$ cat src/acmp_pkg.sv
package acmp_pkg;
	// Interrupt edge sense codes
	localparam logic [1:0] ACMP_SENSE_BOTH    = 2'h0;
	localparam logic [1:0] ACMP_SENSE_RSVD    = 2'h1;
	localparam logic [1:0] ACMP_SENSE_FALLING = 2'h2;
	localparam logic [1:0] ACMP_SENSE_RISING  = 2'h3;
	// Hysteresis levels
	localparam logic [1:0] ACMP_HYS_NONE   = 2'h0;
	localparam logic [1:0] ACMP_HYS_SMALL  = 2'h1;
	localparam logic [1:0] ACMP_HYS_MEDIUM = 2'h2;
	localparam logic [1:0] ACMP_HYS_LARGE  = 2'h3;
	// Negative source codes; code 3 picks the internal reference
	localparam logic [1:0] ACMP_NEG_REF = 2'h3;
	// Field widths and reset values
	localparam int         ACMP_SEL_W      = 2;
	localparam int         ACMP_NPOS       = 4;
	localparam logic [7:0] ACMP_REF_RESET  = 8'hff;
	// Synchroniser depth: state bit lags the result by three cycles
	localparam int         ACMP_SYNC_STAGES = 3;
	// Start-up time the consumer must wait after enable
	localparam real        ACMP_STARTUP_US  = 2.5;
	localparam real        ACMP_CLK_MHZ     = 125.0;
	localparam int         ACMP_STARTUP_CYC = int'(ACMP_STARTUP_US * ACMP_CLK_MHZ);
endpackage

$ cat src/acmp_sync.sv
`timescale 1ns/1ns
`default_nettype none
module acmp_sync #(
	parameter int STAGES = 3
) (
	input  wire logic mclk,
	input  wire logic rst,
	input  wire logic din,
	output logic      dout
);
	typedef struct packed {
		logic [STAGES-1:0] chain;
	} acmp_sync_s;
	acmp_sync_s st_q, st_d;

	// Shift chain; only the next stage reads each flop
	always_comb begin
		st_d.chain = {st_q.chain[STAGES-2:0], din};
	end

	always_ff @(posedge mclk) begin
		if (rst) begin
			st_q <= '0;
		end else begin
			st_q <= st_d;
		end
	end

	assign dout = st_q.chain[STAGES-1];
endmodule // acmp_sync
`default_nettype wire

$ cat src/acmp_ctrl.sv
`timescale 1ns/1ns
`default_nettype none
// How it works
// Analog result is one only when positive input exceeds negative input.
// Edges of the result raise the interrupt condition per edge-sense field.
// Interrupt source is enabled only while the enable bit is one.
// Qualifying edge sets the flag whether or not interrupt is enabled.
// Request is high while enable and flag are both set.
// Event output is a level that follows the result asynchronously.
// No event inputs exist; nothing from events changes configuration.
// Consumer ignores the result for 2.5 us after enabling.
// Hysteresis field selects none or one of three levels.
// Low-power bit selects reduced current, slower comparator.
// Positive select picks one of four pins; negative picks three or reference.
// Output pad carries the result only while pad enable is one.
// Software selects inputs and pad first, then sets enable last; the testbench sets enable first, then changes pad and negative source.
// Software makes the output pin an output in port direction.
// Result goes to events and pin directly; software sees it through state three cycles later.
// Sense code 0 both, 2 falling, 3 rising, 1 reserved.
// Writing one to the flag clears it; zero leaves it.
// State bit follows the result through a three-cycle synchroniser.
// Invert bit inverts the result before interrupt, event and pin.
// Result is synchronised before edge detection; one set per edge.
module acmp_ctrl
	import acmp_pkg::*;
(
	input  wire logic                  mclk,
	input  wire logic                  rst,
	input  wire logic                  enable,
	input  wire logic                  low_power_select,
	input  wire logic [1:0]            hysteresis_select,
	input  wire logic [1:0]            irq_edge_sense,
	input  wire logic                  output_pad_enable,
	input  wire logic                  invert,
	input  wire logic [1:0]            positive_source_select,
	input  wire logic [1:0]            negative_source_select,
	input  wire logic [7:0]            reference_level,
	input  wire logic                  comparator_irq_bit,
	input  wire logic                  flag_clear,
	input  wire logic                  analog_raw,
	output logic                       core_enable,
	output logic                       core_low_power,
	output logic [1:0]                 core_hysteresis,
	output logic [ACMP_NPOS-1:0]       positive_input_pin_sel,
	output logic [2:0]                 negative_input_pin_sel,
	output logic                       ref_select,
	output logic [7:0]                 ref_level,
	output logic                       event_out,
	output logic                       pad_out,
	output logic                       pad_oe,
	output logic                       state,
	output logic                       irq_flag,
	output logic                       irq
);
	import acmp_pkg::*;

	typedef struct packed {
		logic prev;
		logic flag;
	} acmp_ctrl_s;
	acmp_ctrl_s st_q, st_d;

	logic result;
	logic sync_res;
	logic hit;

	////////////////////////////////////////////////////////////////////
	// Edge qualifier, used for every sense code
	function automatic logic acmp_edge_hit(input logic [1:0] sense, input logic prv,
		input logic cur);
		logic rise;
		logic fall;
		rise = cur & ~prv;
		fall = prv & ~cur;
		case (sense)
			ACMP_SENSE_BOTH:    acmp_edge_hit = rise | fall;
			ACMP_SENSE_FALLING: acmp_edge_hit = fall;
			ACMP_SENSE_RISING:  acmp_edge_hit = rise;
			default:            acmp_edge_hit = 1'b0;        // Reserved code senses nothing
		endcase
	endfunction

	////////////////////////////////////////////////////////////////////
	// Analog core controls; core decides sign of the difference
	assign core_enable     = enable;
	assign core_low_power  = low_power_select;
	assign core_hysteresis = hysteresis_select;
	assign ref_select      = (negative_source_select == ACMP_NEG_REF);
	assign ref_level       = reference_level;
	// One-hot pin routing keeps the analog switches break-before-make friendly
	always_comb begin
		positive_input_pin_sel = '0;
		negative_input_pin_sel = '0;
		positive_input_pin_sel[positive_source_select] = 1'b1;
		if (!ref_select) begin
			negative_input_pin_sel[negative_source_select] = 1'b1;
		end
	end

	// Result: raw is one when positive exceeds negative, gated by enable
	assign result    = (analog_raw & enable) ^ invert;
	// Unclocked path: event is a level that follows the result
	// No event input port exists, so nothing on the event side can reach configuration
	assign event_out = result;
	assign pad_out   = output_pad_enable & result;
	assign pad_oe    = output_pad_enable;

	////////////////////////////////////////////////////////////////////
	// Three-stage synchroniser feeds both state bit and edge detector
	acmp_sync #(
		.STAGES (ACMP_SYNC_STAGES)
	) u_sync (
		.mclk (mclk),
		.rst  (rst),
		.din  (result),
		.dout (sync_res)
	);
	assign state = sync_res;

	assign hit = acmp_edge_hit(irq_edge_sense, st_q.prev, sync_res);

	// Flag: set wins over a clear in the same cycle
	always_comb begin
		st_d      = st_q;
		st_d.prev = sync_res;
		if (hit) begin
			st_d.flag = 1'b1;
		end else if (flag_clear) begin
			st_d.flag = 1'b0;
		end
	end

	always_ff @(posedge mclk) begin
		if (rst) begin
			st_q <= '0;
		end else begin
			st_q <= st_d;
		end
	end

	assign irq_flag = st_q.flag;
	assign irq      = comparator_irq_bit & st_q.flag;
endmodule // acmp_ctrl
`default_nettype wire

$ cat config.mk
export PLATFORM = sky130hd
export DESIGN_NAME = acmp_ctrl
export DESIGN_NICKNAME = d
export VERILOG_FILES = /design/src/acmp_pkg.sv /design/src/acmp_sync.sv /design/src/acmp_ctrl.sv
export SDC_FILE = /design/constraint.sdc
export NUM_CORES = 1
export LEC_CHECK = 0
export BUFFER_PORTS_ARGS = -buffer_cell sky130_fd_sc_hd__buf_2
export CAP_MARGIN = 20
export CORE_AREA = 2 2 39 41
export CTS_CLUSTER_DIAMETER = 120
export DETAILED_ROUTE_END_ITERATION = 8
export DIE_AREA = 0 0 41 43
export GPL_ROUTABILITY_DRIVEN = 0
export HOLD_SLACK_MARGIN = 0.15
export PLACE_DENSITY = 0.84
export SLEW_MARGIN = 10
export SYNTH_ARGS = -nofsm -noshare
export SYNTH_HDL_FRONTEND = slang
export SYNTH_SLANG_ARGS = --single-unit
export TNS_END_PERCENT = 20
$ cat constraint.sdc
create_clock -name mclk -period 1.7 [get_ports mclk]
set_input_delay 0 -clock mclk [delete_from_list [all_inputs] [get_ports mclk]]
set_output_delay 0 -clock mclk [all_outputs]
set_load 0.02 [all_outputs]
* Yosys cells after proc, flatten, opt, wreduce, memory -nomap -nowiden
Index checks and enable logic that the tools add are counted.
Widths: inputs -> output; s select.
** Word-level totals
- Flip-flop bits (word level) :: 5
- Bits of input ports :: 25
- Word-level logic and storage cells :: 31
** Cells by class
- Eq/ne operators :: 3
- Reductions and logical operators :: 4
- Multiplexer cells :: 8
- Bitwise logic cells :: 9
- Magnitude comparators :: 4
** Operators with widths (number)
- $eq 2x2->1 const B :: 3
- $lt 2x3->1 const B :: 2
- $and 1x1->1 :: 5
- $demux 1 s2 :: 2
- $ge 2x1->1 const B :: 2
- $mux 1 :: 4
- $mux 3 :: 1
- $pmux 1 s3 :: 1
- $logic_and 1x1->1 :: 2
- $logic_not 2->1 :: 1
- $not 1->1 :: 2
- $reduce_bool 2->1 :: 1
- $or 1x1->1 :: 1
- $xor 1x1->1 :: 1

* Logic depth before layout (Yosys ltp)
Gate-level depths: netlist of run 1.
- Depth in word-level cells :: 5
- Gate-level depth with buffers :: 4
- Depth with buffers taken out :: 4

* Cells and area by module
A second synthesis of run 1 with hierarchy kept.
** Second synthesis, totals
- Cell total of the unflattened synthesis :: 44
- Area, all modules :: 372.9 µm²
** Modules (own cells, without submodules)
- acmp_ctrl :: times used 1, cells an instance 38, area each 294.0 µm²
- acmp_sync :: times used 1, cells an instance 6, area each 78.8 µm²

* Worst setup path before layout of run 1
Ideal clock, no wire load.
- Kind :: reg-to-reg
- Start point :: register u_sync.st_q[2] in the netlist's numbering
- End point :: register st_q, in the netlist irq_flag
- Buffers on the path :: 0
- Arrival time :: 1.338 ns
- Cell stages (with the launch flop) :: 5
- Setup slack :: 0.267 ns
- Path through :: dfxtp_1 inv_1 ha_1 or4_1 o311ai_1
** Between the ends
- Cells in the longest elaborated chain, start to end :: 5
- Elaborated cells on any way between the ends :: 7
** RTL lines
- start, declared :: RTL line acmp_sync.sv:14 : acmp_sync_s st_q, st_d;
- start signal, assigned :: RTL line acmp_sync.sv:25 : st_q <= st_d;
- $not 1->1 :: RTL line acmp_ctrl.sv:74 : fall = prv & ~cur;
- $and 1x1->1 :: RTL line acmp_ctrl.sv:74
- $or 1x1->1 :: RTL line acmp_ctrl.sv:76 : ACMP_SENSE_BOTH: acmp_edge_hit = rise | fall;
- $pmux 1 s3 * :: RTL line acmp_ctrl.sv:75 : case (sense)
- $mux 1 or $reduce_bool 2->1 (tied branches)
- end signal, assigned :: RTL line acmp_ctrl.sv:137 : st_q <= st_d;
- end, declared :: RTL line acmp_ctrl.sv:61 : acmp_ctrl_s st_q, st_d;
Mark *: on every way between the ends. The rest lies on a longest branch, timed or not.
A chain may end at the register's enable or synchronous reset.

* Final worst setup path of run 1
- Start point :: input port analog_raw
- End point :: register u_sync.st_q[0] in the netlist's numbering
** Between the ends
- Cells in the longest elaborated chain, start to end :: 2
** RTL lines
- start, declared :: RTL line acmp_ctrl.sv:40 : input wire logic analog_raw,
- $and 1x1->1 :: RTL line acmp_ctrl.sv:101 : assign result = (analog_raw & enable) ^ invert;
- $xor 1x1->1 :: RTL line acmp_ctrl.sv:101
No other way between the ends.

==> results of run 1 <==
## state kept, by name, indices dropped and copies added, names as in the netlist
signal	count
irq_flag	1
st_q	1
u_sync.st_q	3
## synth_stat cells
master    instances  share of area (%)
a21bo_2           1                2.7
a21boi_0          1                2.0
a21oi_1           1                1.4
and2_1            3                5.1
buf_4            13                 26
dfxtp_1           5                 27
ha_1              2                6.8
inv_1             3                3.0
mux2i_1           1                2.7
nand2_1           1                1.0
nand3b_1          1                2.0
nor2_1            3                3.0
nor2b_1           6                 10
o311ai_1          1                2.4
or3b_2            1                2.4
or4_1             1                2.0
## critical path: stages
cell	delay (ns)
dlygate4sd3_1	0.53
buf_2	0.13
a21bo_2	0.22
dlygate4sd3_1	0.55
a21oi_1	0.11
## final cells by class
| class | instances | area, um2 |
|---|---|---|
| Inverter | 3 | 11.3 |
| Sequential cell | 5 | 100 |
| Fill cell | 144 | 733 |
| Multi-Input combinational cell | 23 | 161 |
| Tap cell | 16 | 20.0 |
| Timing Repair Buffer | 47 | 330 |
| Clock buffer | 3 | 22.5 |
| Clock inverter | 1 | 5.00 |
## kinds of logic (layout without fill, tap and decap cells)
kind of cell / count (synthesis) / in the layout
and+or+nand+nor: 16 / 16
buffers and inverters: 16 / 54
DFF: 5 / 5
AOI/OAI and AO/OA: 4 / 4
adders and majority gates: 2 / 2
muxes: 1 / 1
## where the power goes
part           internal, mW  leakage, nW  switching, mW
Combinational        0.0626        0.271         0.0690
Sequential            0.122       0.0408        0.00133
Clock                0.0853       0.0177         0.0516
## final timing paths
check | from | slack (ns) | cells past startpoint | end
worst max register to register | u_sync.st_q[2]$_SDFF_PP0_ | 0.34 | 4 | irq_flag$_SDFFE_PP0P_
worst min-delay path | output_pad_enable | 0.23 | 2 | pad_oe
worst min register to register | u_sync.st_q[0]$_SDFF_PP0_ | 0.43 | 1 | u_sync.st_q[1]$_SDFF_PP0_
worst max-delay path | analog_raw | 0.34 | 5 | u_sync.st_q[0]$_SDFF_PP0_
## stage by stage
stage	hold slack (ns)	instance area (um2)
6_report	0.230	651
5_1_grt	0.237	651
4_1_cts	0.231	651
3_5_place_dp	0.000137	433
3_3_place_gp	0.000137	433
2_1_floorplan	0.0667	370
## routing by layer
layer / wire length (um) / vias up / part of all wire (%)
met5: 0 / - / 0
met4: 0 / 0 / 0
met3: 100 / 0 / 11
met2: 497 / 27 / 56
met1: 296 / 171 / 33
li1: - / 204 / -
==> results.yml, run 1 <==
grt:
  first_global_vias: 341
  grt_pass1_wl_mm: 1.15
  track_usage_pct: 10.0
  use_met3_pct: 6.28
  antenna_found_initial: 0
  grt-ovfl-total: 0
  grt_util_met1_pct: 6.11
  grt_max_degree: 8
  gr-usage-met2_pct: 18.8
  grt_busiest_layer: "met2"
clock_network:
  clock_latency_ns: 0.25
  cts_tree: "yes"
  post-cts-setup-buffer-count: 0
  cts_repair_resize_count: 0
  clock-sinks: 5
  cts.path.max_buffers: 2
  clk_pin_slew_ns: 0.05
  clockRootBuffer: "clkbuf_4"
  holdBufCountCts: 19
  cts_buffers: 3
  cts_max_level: 1
timing:
  worst_slack_ns: 0.344
  final.period_utilization_pct: 79.8
  relSlewSlack_pct: 84.8
  slew_violations: 0
  setup_viol: 0
  skew_ns: 0.00765
  min_period_ns: 1.36
  final.setup.tns_ns: 0
  rsz0062_at_grt: "false"
  fmax_mhz: 737
  tightest_slew_ns: 0.224
  finalHoldViolations: 0
pwr:
  fin_total_pwr_mw: 0.392
  vdd_drop_max_mv: 0.345
  cellPowerDensity_mw_per_mm2: 602
  p_leak_nw: 0.329
detailed_routing:
  first_pass_iters: 3
  drtIter0Drc: 1
  wire_per_inst_um: 9.12
  drc: 0
  vias_per_cell: 4.10
  routed_wl_um: 894
  vias: 402
  antenna_left: 0
cells_and_area:
  final_cells: 98
  syn2layout_area_growth_pct: 75.7
  nets: 110
  drive_above_1_share_pct: 41.5
  diodes: 0
  post-route-util_pct: 47.0
  final_common_cell: "buf_2"
  mostFrequentLayoutCells: "buf_2, dlygate4sd3_1, nor2b_1"
worst_setup_path:
  worstSetupStartpointType: "primary input"
  cp.arrival_ns: 1.54
  cp.required_ns: 1.88
  crit_type: "primary input to flip-flop"
  critPathMaxFanout: 3
  worst_setup_path_end_kind: "flip-flop"
logic_synthesis:
  synth_warnings: 0
  synth-simple-area-share_pct: 25.7
  postSynthAreaPerCell_um2: 8.42
  ys_seq_area_share_pct: 27.0
  synth_xor_area_share_pct: 0
  synthCells: 44
  syn_area_um2: 370
  synth_seq_cells: 5
  synth-compound-area-share_pct: 8.45
  synth_top_family_by_area: "buffers and inverters"
  muxShareOfSynthArea_pct: 2.70
  synth.distinct_cells: 16
  synth_nets: 71
  synthAdderAreaFrac_pct: 6.76
floorplan:
  initial_utilization_pct: 26.8
  die_width_um: 41
  dieArea_mm2: 0.00176
  num_rows: 14
  num_io_pins: 51
  coreArea_mm2: 0.00138
  die-height_um: 43
job:
  drv_cap: 0
status:
  outcome: "complete, no violations"
placement:
  hpwl_um: 598
  dpl_worst_slack_ns: 0.362
  dp.cells: 75
  port_buffers: 28
hold_path:
  hp-class: "primary input to primary output"
Power figures use the tool's default switching activity.
==> run 2: changes to the inputs <==
==> constraint.sdc (replaced) <==
create_clock -name mclk -period 1.4 [get_ports mclk]
set_input_delay 0 -clock mclk [delete_from_list [all_inputs] [get_ports mclk]]
set_output_delay 0 -clock mclk [all_outputs]
set_load 0.02 [all_outputs]
==> run 2 against run 1 <==
Net effect: worst setup slack worse by 0.31 ns; clock skew is 0.0067 ns lower; via count up 6.5%; count of clock-buffer cells in the layout is 1 higher; clock power is 19% higher; global-route usage grew 1.1 points; first-iteration DRC count stayed put; sequential share of layout area shrank 0.16 points; flip-flop and latch count unchanged; cell area increased by 2.3%; routed wire length grew 2.8%; non-clock buffer count increased by 2.
==> results.yml, run 2 (synthesized netlist as in run 1, its figures left out) <==
status:
  outcome: "complete, no violations"
clock_network:
  clockRootBuffer: "clkbuf_4"
  clk_pin_slew_ns: 0.04
  cts_tree: "yes"
  cts_max_level: 1
  cts_repair_resize_count: 0
  clock-sinks: 5
  cts_buffers: 3
  clock_latency_ns: 0.24
  cts.path.max_buffers: 2
floorplan:
  num_io_pins: 51
  num_rows: 14
  initial_utilization_pct: 26.8
  die-height_um: 43
  dieArea_mm2: 0.00176
  die_width_um: 41
  coreArea_mm2: 0.00138
timing:
  relSlewSlack_pct: 85.4
  finalHoldViolations: 0
  rsz0062_at_grt: "false"
  tightest_slew_ns: 0.216
  slew_violations: 0
  skew_ns: 0.000938
  fmax_mhz: 733
  final.setup.tns_ns: 0
  min_period_ns: 1.36
  setup_viol: 0
  final.period_utilization_pct: 97.5
grt:
  grt_max_degree: 8
  track_usage_pct: 11.2
  grt_pass1_wl_mm: 1.24
  grt-ovfl-total: 0
  first_global_vias: 361
  antenna_found_initial: 0
cells_and_area:
  diodes: 0
  mostFrequentLayoutCells: "buf_2, dlygate4sd3_1, nor2b_1"
  largest_reg_flops: 3
  n_fill_cell: 132
  syn2layout_area_growth_pct: 79.7
  drive_above_1_share_pct: 42.9
  top_register: "u_sync.st_q"
  nets: 112
  final_common_cell: "buf_2"
  fin_area_um2: 666
worst_setup_path:
  worst_setup_path_end_kind: "flip-flop"
  critPathMaxFanout: 3
  cp.required_ns: 1.57
  worstSetupStartpointType: "primary input"
  crit_type: "primary input to flip-flop"
  cp.arrival_ns: 1.53
hold_path:
  hp-class: "primary input to primary output"
job:
  drv_cap: 0
pwr:
  p_leak_nw: 0.336
  cellPowerDensity_mw_per_mm2: 715
  vdd_drop_max_mv: 0.415
  fin_total_pwr_mw: 0.476
detailed_routing:
  first_pass_iters: 2
  wire_per_inst_um: 9.19
  drc: 0
  antenna_left: 0
  drtIter0Drc: 1
  vias_per_cell: 4.28
  vias: 428
  routed_wl_um: 919
placement:
  hpwl_um: 589
  place_area_um2: 434
  port_buffers: 28
-- run 2: changes by cell type in the layout (fill, tap and decap cells not counted) --
cell and delta:
buf_4 +2, clkbuf_1 +1, clkinv_2 -1, dfxtp_1 -1
dfxtp_2 +1
-- run 2: worst max-delay path, cell delays in order --
cell           delay, ns
dlygate4sd3_1       0.53
buf_2               0.12
nand3b_1            0.18
dlygate4sd3_1       0.57
a21oi_1             0.13
-- run 2: worst paths after layout --
kind                              from                        end  slack [ns]  depth (start not counted)
min                  output_pad_enable                     pad_oe        0.24                          2
max reg2reg  u_sync.st_q[2]$_SDFF_PP0_      irq_flag$_SDFFE_PP0P_        0.09                          4
max                             invert  u_sync.st_q[0]$_SDFF_PP0_        0.04                          5
min reg2reg  u_sync.st_q[1]$_SDFF_PP0_  u_sync.st_q[2]$_SDFF_PP0_        0.44                          1
-- run 2: final cells by class --
| class | count | area (um2) | area share, % |
|---|---|---|---|
| Clock buffer | 4 | 26.3 | 3.95 |
| Inverter | 3 | 11.3 | 1.69 |
| Multi-Input combinational cell | 23 | 161 | 24.2 |
| Sequential cell | 5 | 101 | 15.2 |
| Tap cell | 16 | 20.0 | 3.01 |
| Timing Repair Buffer | 49 | 345 | 51.9 |
-- run 2: power by group --
group	leakage [nW]	switching, mW	total (mW)	internal, mW
logic	0.280	0.0846	0.163	0.0780
clock network	0.0150	0.0556	0.163	0.108
registers	0.0413	0.00174	0.150	0.148
total	0.336	0.142	0.476	0.334
-- run 2: through the flow --
step / setup WS, ns / util [%] / hold slack, ns / cells
6_report: 0.0356 / 48.1 / 0.242 / 100
5_1_grt: 0.0166 / 48.1 / 0.252 / 100
4_1_cts: 0.0169 / 47.0 / 0.244 / 98
3_5_place_dp: 0.0889 / 31.4 / 0.000137 / 75
3_3_place_gp: 0.137 / 31.4 / 0.000137 / 75
2_1_floorplan: 0.0533 / - / 0.0642 / 44
-- run 2: what timing repair did --
item,in CTS,in global routing
setup buffers,0,2
hold endpoints to repair,16,1
hold buffers,19,1
setup endpoints to repair,0,1
-- run 2: routing by layer --
metal / global-route usage [%] / wire length, um / vias up / part of all wire, %
li1: - / - / 208 / -
met1: 5.16 / 269 / 181 / 29
met2: 22.2 / 486 / 39 / 53
met3: 6.28 / 163 / 0 / 18
met4: 8.00 / 0 / 0 / 0
met5: 0 / 0 / - / 0
==> run 3: changes to the inputs <==
--- a/config.mk
+++ b/config.mk
@@ -7,13 +7,12 @@
 export LEC_CHECK = 0
 export BUFFER_PORTS_ARGS = -buffer_cell sky130_fd_sc_hd__buf_2
 export CAP_MARGIN = 20
-export CORE_AREA = 2 2 39 41
+export CORE_UTILIZATION = 26
 export CTS_CLUSTER_DIAMETER = 120
 export DETAILED_ROUTE_END_ITERATION = 8
-export DIE_AREA = 0 0 41 43
 export GPL_ROUTABILITY_DRIVEN = 0
 export HOLD_SLACK_MARGIN = 0.15
-export PLACE_DENSITY = 0.84
+export PLACE_DENSITY = 0.83
 export SLEW_MARGIN = 10
 export SYNTH_ARGS = -nofsm -noshare
 export SYNTH_HDL_FRONTEND = slang
==> constraint.sdc (replaced) <==
create_clock -name mclk -period 1.15 [get_ports mclk]
set_input_delay 0 -clock mclk [delete_from_list [all_inputs] [get_ports mclk]]
set_output_delay 0 -clock mclk [all_outputs]
set_load 0.02 [all_outputs]
==> run 3 against run 2 <==
Net effect: worst hold slack lost 0.22 ns; first-iteration DRC count grew 100%; register-to-register slack lost 0.14 ns; combinational power grew 21%; worst setup slack lost 0.082 ns; critical path depth shrank 1; global-route usage grew 0.91 points; critical endpoint is now irq_flag$_SDFFE_PP0P_; the flow now finishes with violations (setup timing); cell area grew 2.8%; largest power group is now clock; via count shrank 0.23%; routed wire length grew 2.8%; clock power grew 25%; total power grew 22%.
==> results.yml, run 3 (synthesized netlist as in run 1, its figures left out) <==
status:
  outcome: "finished with violations"
  violations: "setup timing"
detailed_routing:
  antenna_left: 0
  drtIter0Drc: 2
  vias_per_cell: 4.40
  vias: 427
  wire_per_inst_um: 9.74
  routed_wl_um: 945
  drc: 0
  first_pass_iters: 2
cells_and_area:
  fin_area_um2: 684
  post-route-util_pct: 51.9
  final_common_cell: "buf_2"
  mostFrequentLayoutCells: "buf_2, dlygate4sd3_1, nor2b_1"
  multi_input_area_um2: 195
  drive_above_1_share_pct: 50.0
  syn2layout_area_growth_pct: 84.8
  diodes: 0
  top_register: "u_sync.st_q"
  nets: 110
  final_cells: 97
  largest_reg_flops: 3
  n_fill_cell: 119
  seq_area_um2: 105
grt:
  track_usage_pct: 12.1
  first_global_vias: 327
  grt-ovfl-total: 0
  antenna_found_initial: 0
  grt_max_degree: 8
  grt_pass1_wl_mm: 1.18
timing:
  tightest_slew_ns: 0.286
  relSlewSlack_pct: 80.4
  worst_slack_ns: -0.0468
  hold_slack_ns: 0.0254
  fmax_mhz: 836
  rsz0062_at_grt: "true"
  finalHoldViolations: 0
  slew_violations: 0
  skew_ns: 0.000621
  min_period_ns: 1.20
  final.period_utilization_pct: 104
  setup_viol: 1
  final.setup.tns_ns: -0.0468
worst_setup_path:
  crit_type: "flip-flop to flip-flop"
  cp.arrival_ns: 1.34
  rr_startpoint: "u_sync.st_q[2]$_SDFF_PP0_"
  timing.rr.end: "irq_flag$_SDFFE_PP0P_"
  cp.required_ns: 1.29
  crit_family: "simple AND/OR/NAND/NOR gates"
  path_cells: "inv_4, ha_4, or4_4, o311ai_4"
  worstSetupStartpointType: "flip-flop"
  worst_setup_path_end_kind: "flip-flop"
  worst-r2r-cell-count: 4
  critPathMaxFanout: 2
  crit_path_max_incr_delay_ns: 0.43
  worstSetupPathDepth: 4
  cp_slowest_cell: "or4_4"
  r2r_slack_ns: -0.05
  cp_num_buf_inv: 1
pwr:
  cellPowerDensity_mw_per_mm2: 851
  switching_share_pct: 31.0
  vdd_drop_max_mv: 0.628
  seqPwrFrac_pct: 31.2
  pwr-share-comb_pct: 34.0
  clock_power_share_pct: 34.8
  fin_total_pwr_mw: 0.582
  power_report.internal_total_mw: 0.402
  p_sw_mw: 0.181
  p_leak_nw: 0.356
floorplan:
  die-height_um: 39.7
  die_width_um: 39.7
  dieArea_mm2: 0.00158
  num_rows: 13
  initial_utilization_pct: 28.1
  coreArea_mm2: 0.00132
  num_io_pins: 51
placement:
  dpl_worst_slack_ns: -0.0592
  dp.cells: 76
  place_area_um2: 450
  hpwl_um: 536
  port_buffers: 28
job:
  drv_cap: 0
hold_path:
  hp-class: "primary input to flip-flop"
  min_path_cells: 2
  whs_endpoint: "st_q[1]$_SDFF_PP0_"
  hp-start: "rst"
clock_network:
  clock_latency_ns: 0.24
  clk_pin_slew_ns: 0.04
  cts_buffers: 3
  clock-sinks: 5
  cts.path.max_buffers: 2
  clockRootBuffer: "clkbuf_4"
  cts_tree: "yes"
  cts_max_level: 1
  post-cts-setup-buffer-count: 0
==> run 3: changes by cell type in the layout (fill, tap and decap cells not counted), sizes merged <==
| cell | delta |
|---|---|
| dlygate4sd3 | -2 |
==> run 3: cell type report <==
class | instances | area share, %
repair buffers | 47 | 47.5
multi-input cells | 23 | 28.5
flip-flops and latches | 5 | 15.4
inverters | 3 | 2.01
clock buffers | 4 | 3.84
well taps | 15 | 2.74
==> run 3: repair_timing <==
item / CTS / global route
setup endpoints to repair: 1 / 1
resized for setup: 2 / 4
hold buffers: 16 / 1
hold endpoints to repair: 16 / 2
==> run 3: layer usage <==
layer,global-route usage (%),share of wire (%)
met5,0,0
met4,5.17,0
met3,8.52,11
met2,24.2,56
met1,7.72,33
==> run 3: power groups by stage <==
stage | logic (mW) | clock network [mW] | registers [mW]
5_1_grt | 0.214 | 0.230 | 0.182
2_1_floorplan | 0.118 | 0 | 0.186
3_5_place_dp | 0.119 | 0 | 0.184
3_3_place_gp | 0.116 | 0 | 0.184
6_report | 0.198 | 0.203 | 0.182
4_1_cts | 0.191 | 0.217 | 0.181
==> run 3: worst max path at each step <==
stage                                         start                     to
final                     u_sync.st_q[2]$_SDFF_PP0_  irq_flag$_SDFFE_PP0P_
after global routing      u_sync.st_q[2]$_SDFF_PP0_  irq_flag$_SDFFE_PP0P_
after CTS                 u_sync.st_q[2]$_SDFF_PP0_  irq_flag$_SDFFE_PP0P_
after detailed placement  u_sync.st_q[2]$_SDFF_PP0_  irq_flag$_SDFFE_PP0P_
after global placement    u_sync.st_q[2]$_SDFF_PP0_  irq_flag$_SDFFE_PP0P_
after floorplan           u_sync.st_q[2]$_SDFF_PP0_  irq_flag$_SDFFE_PP0P_
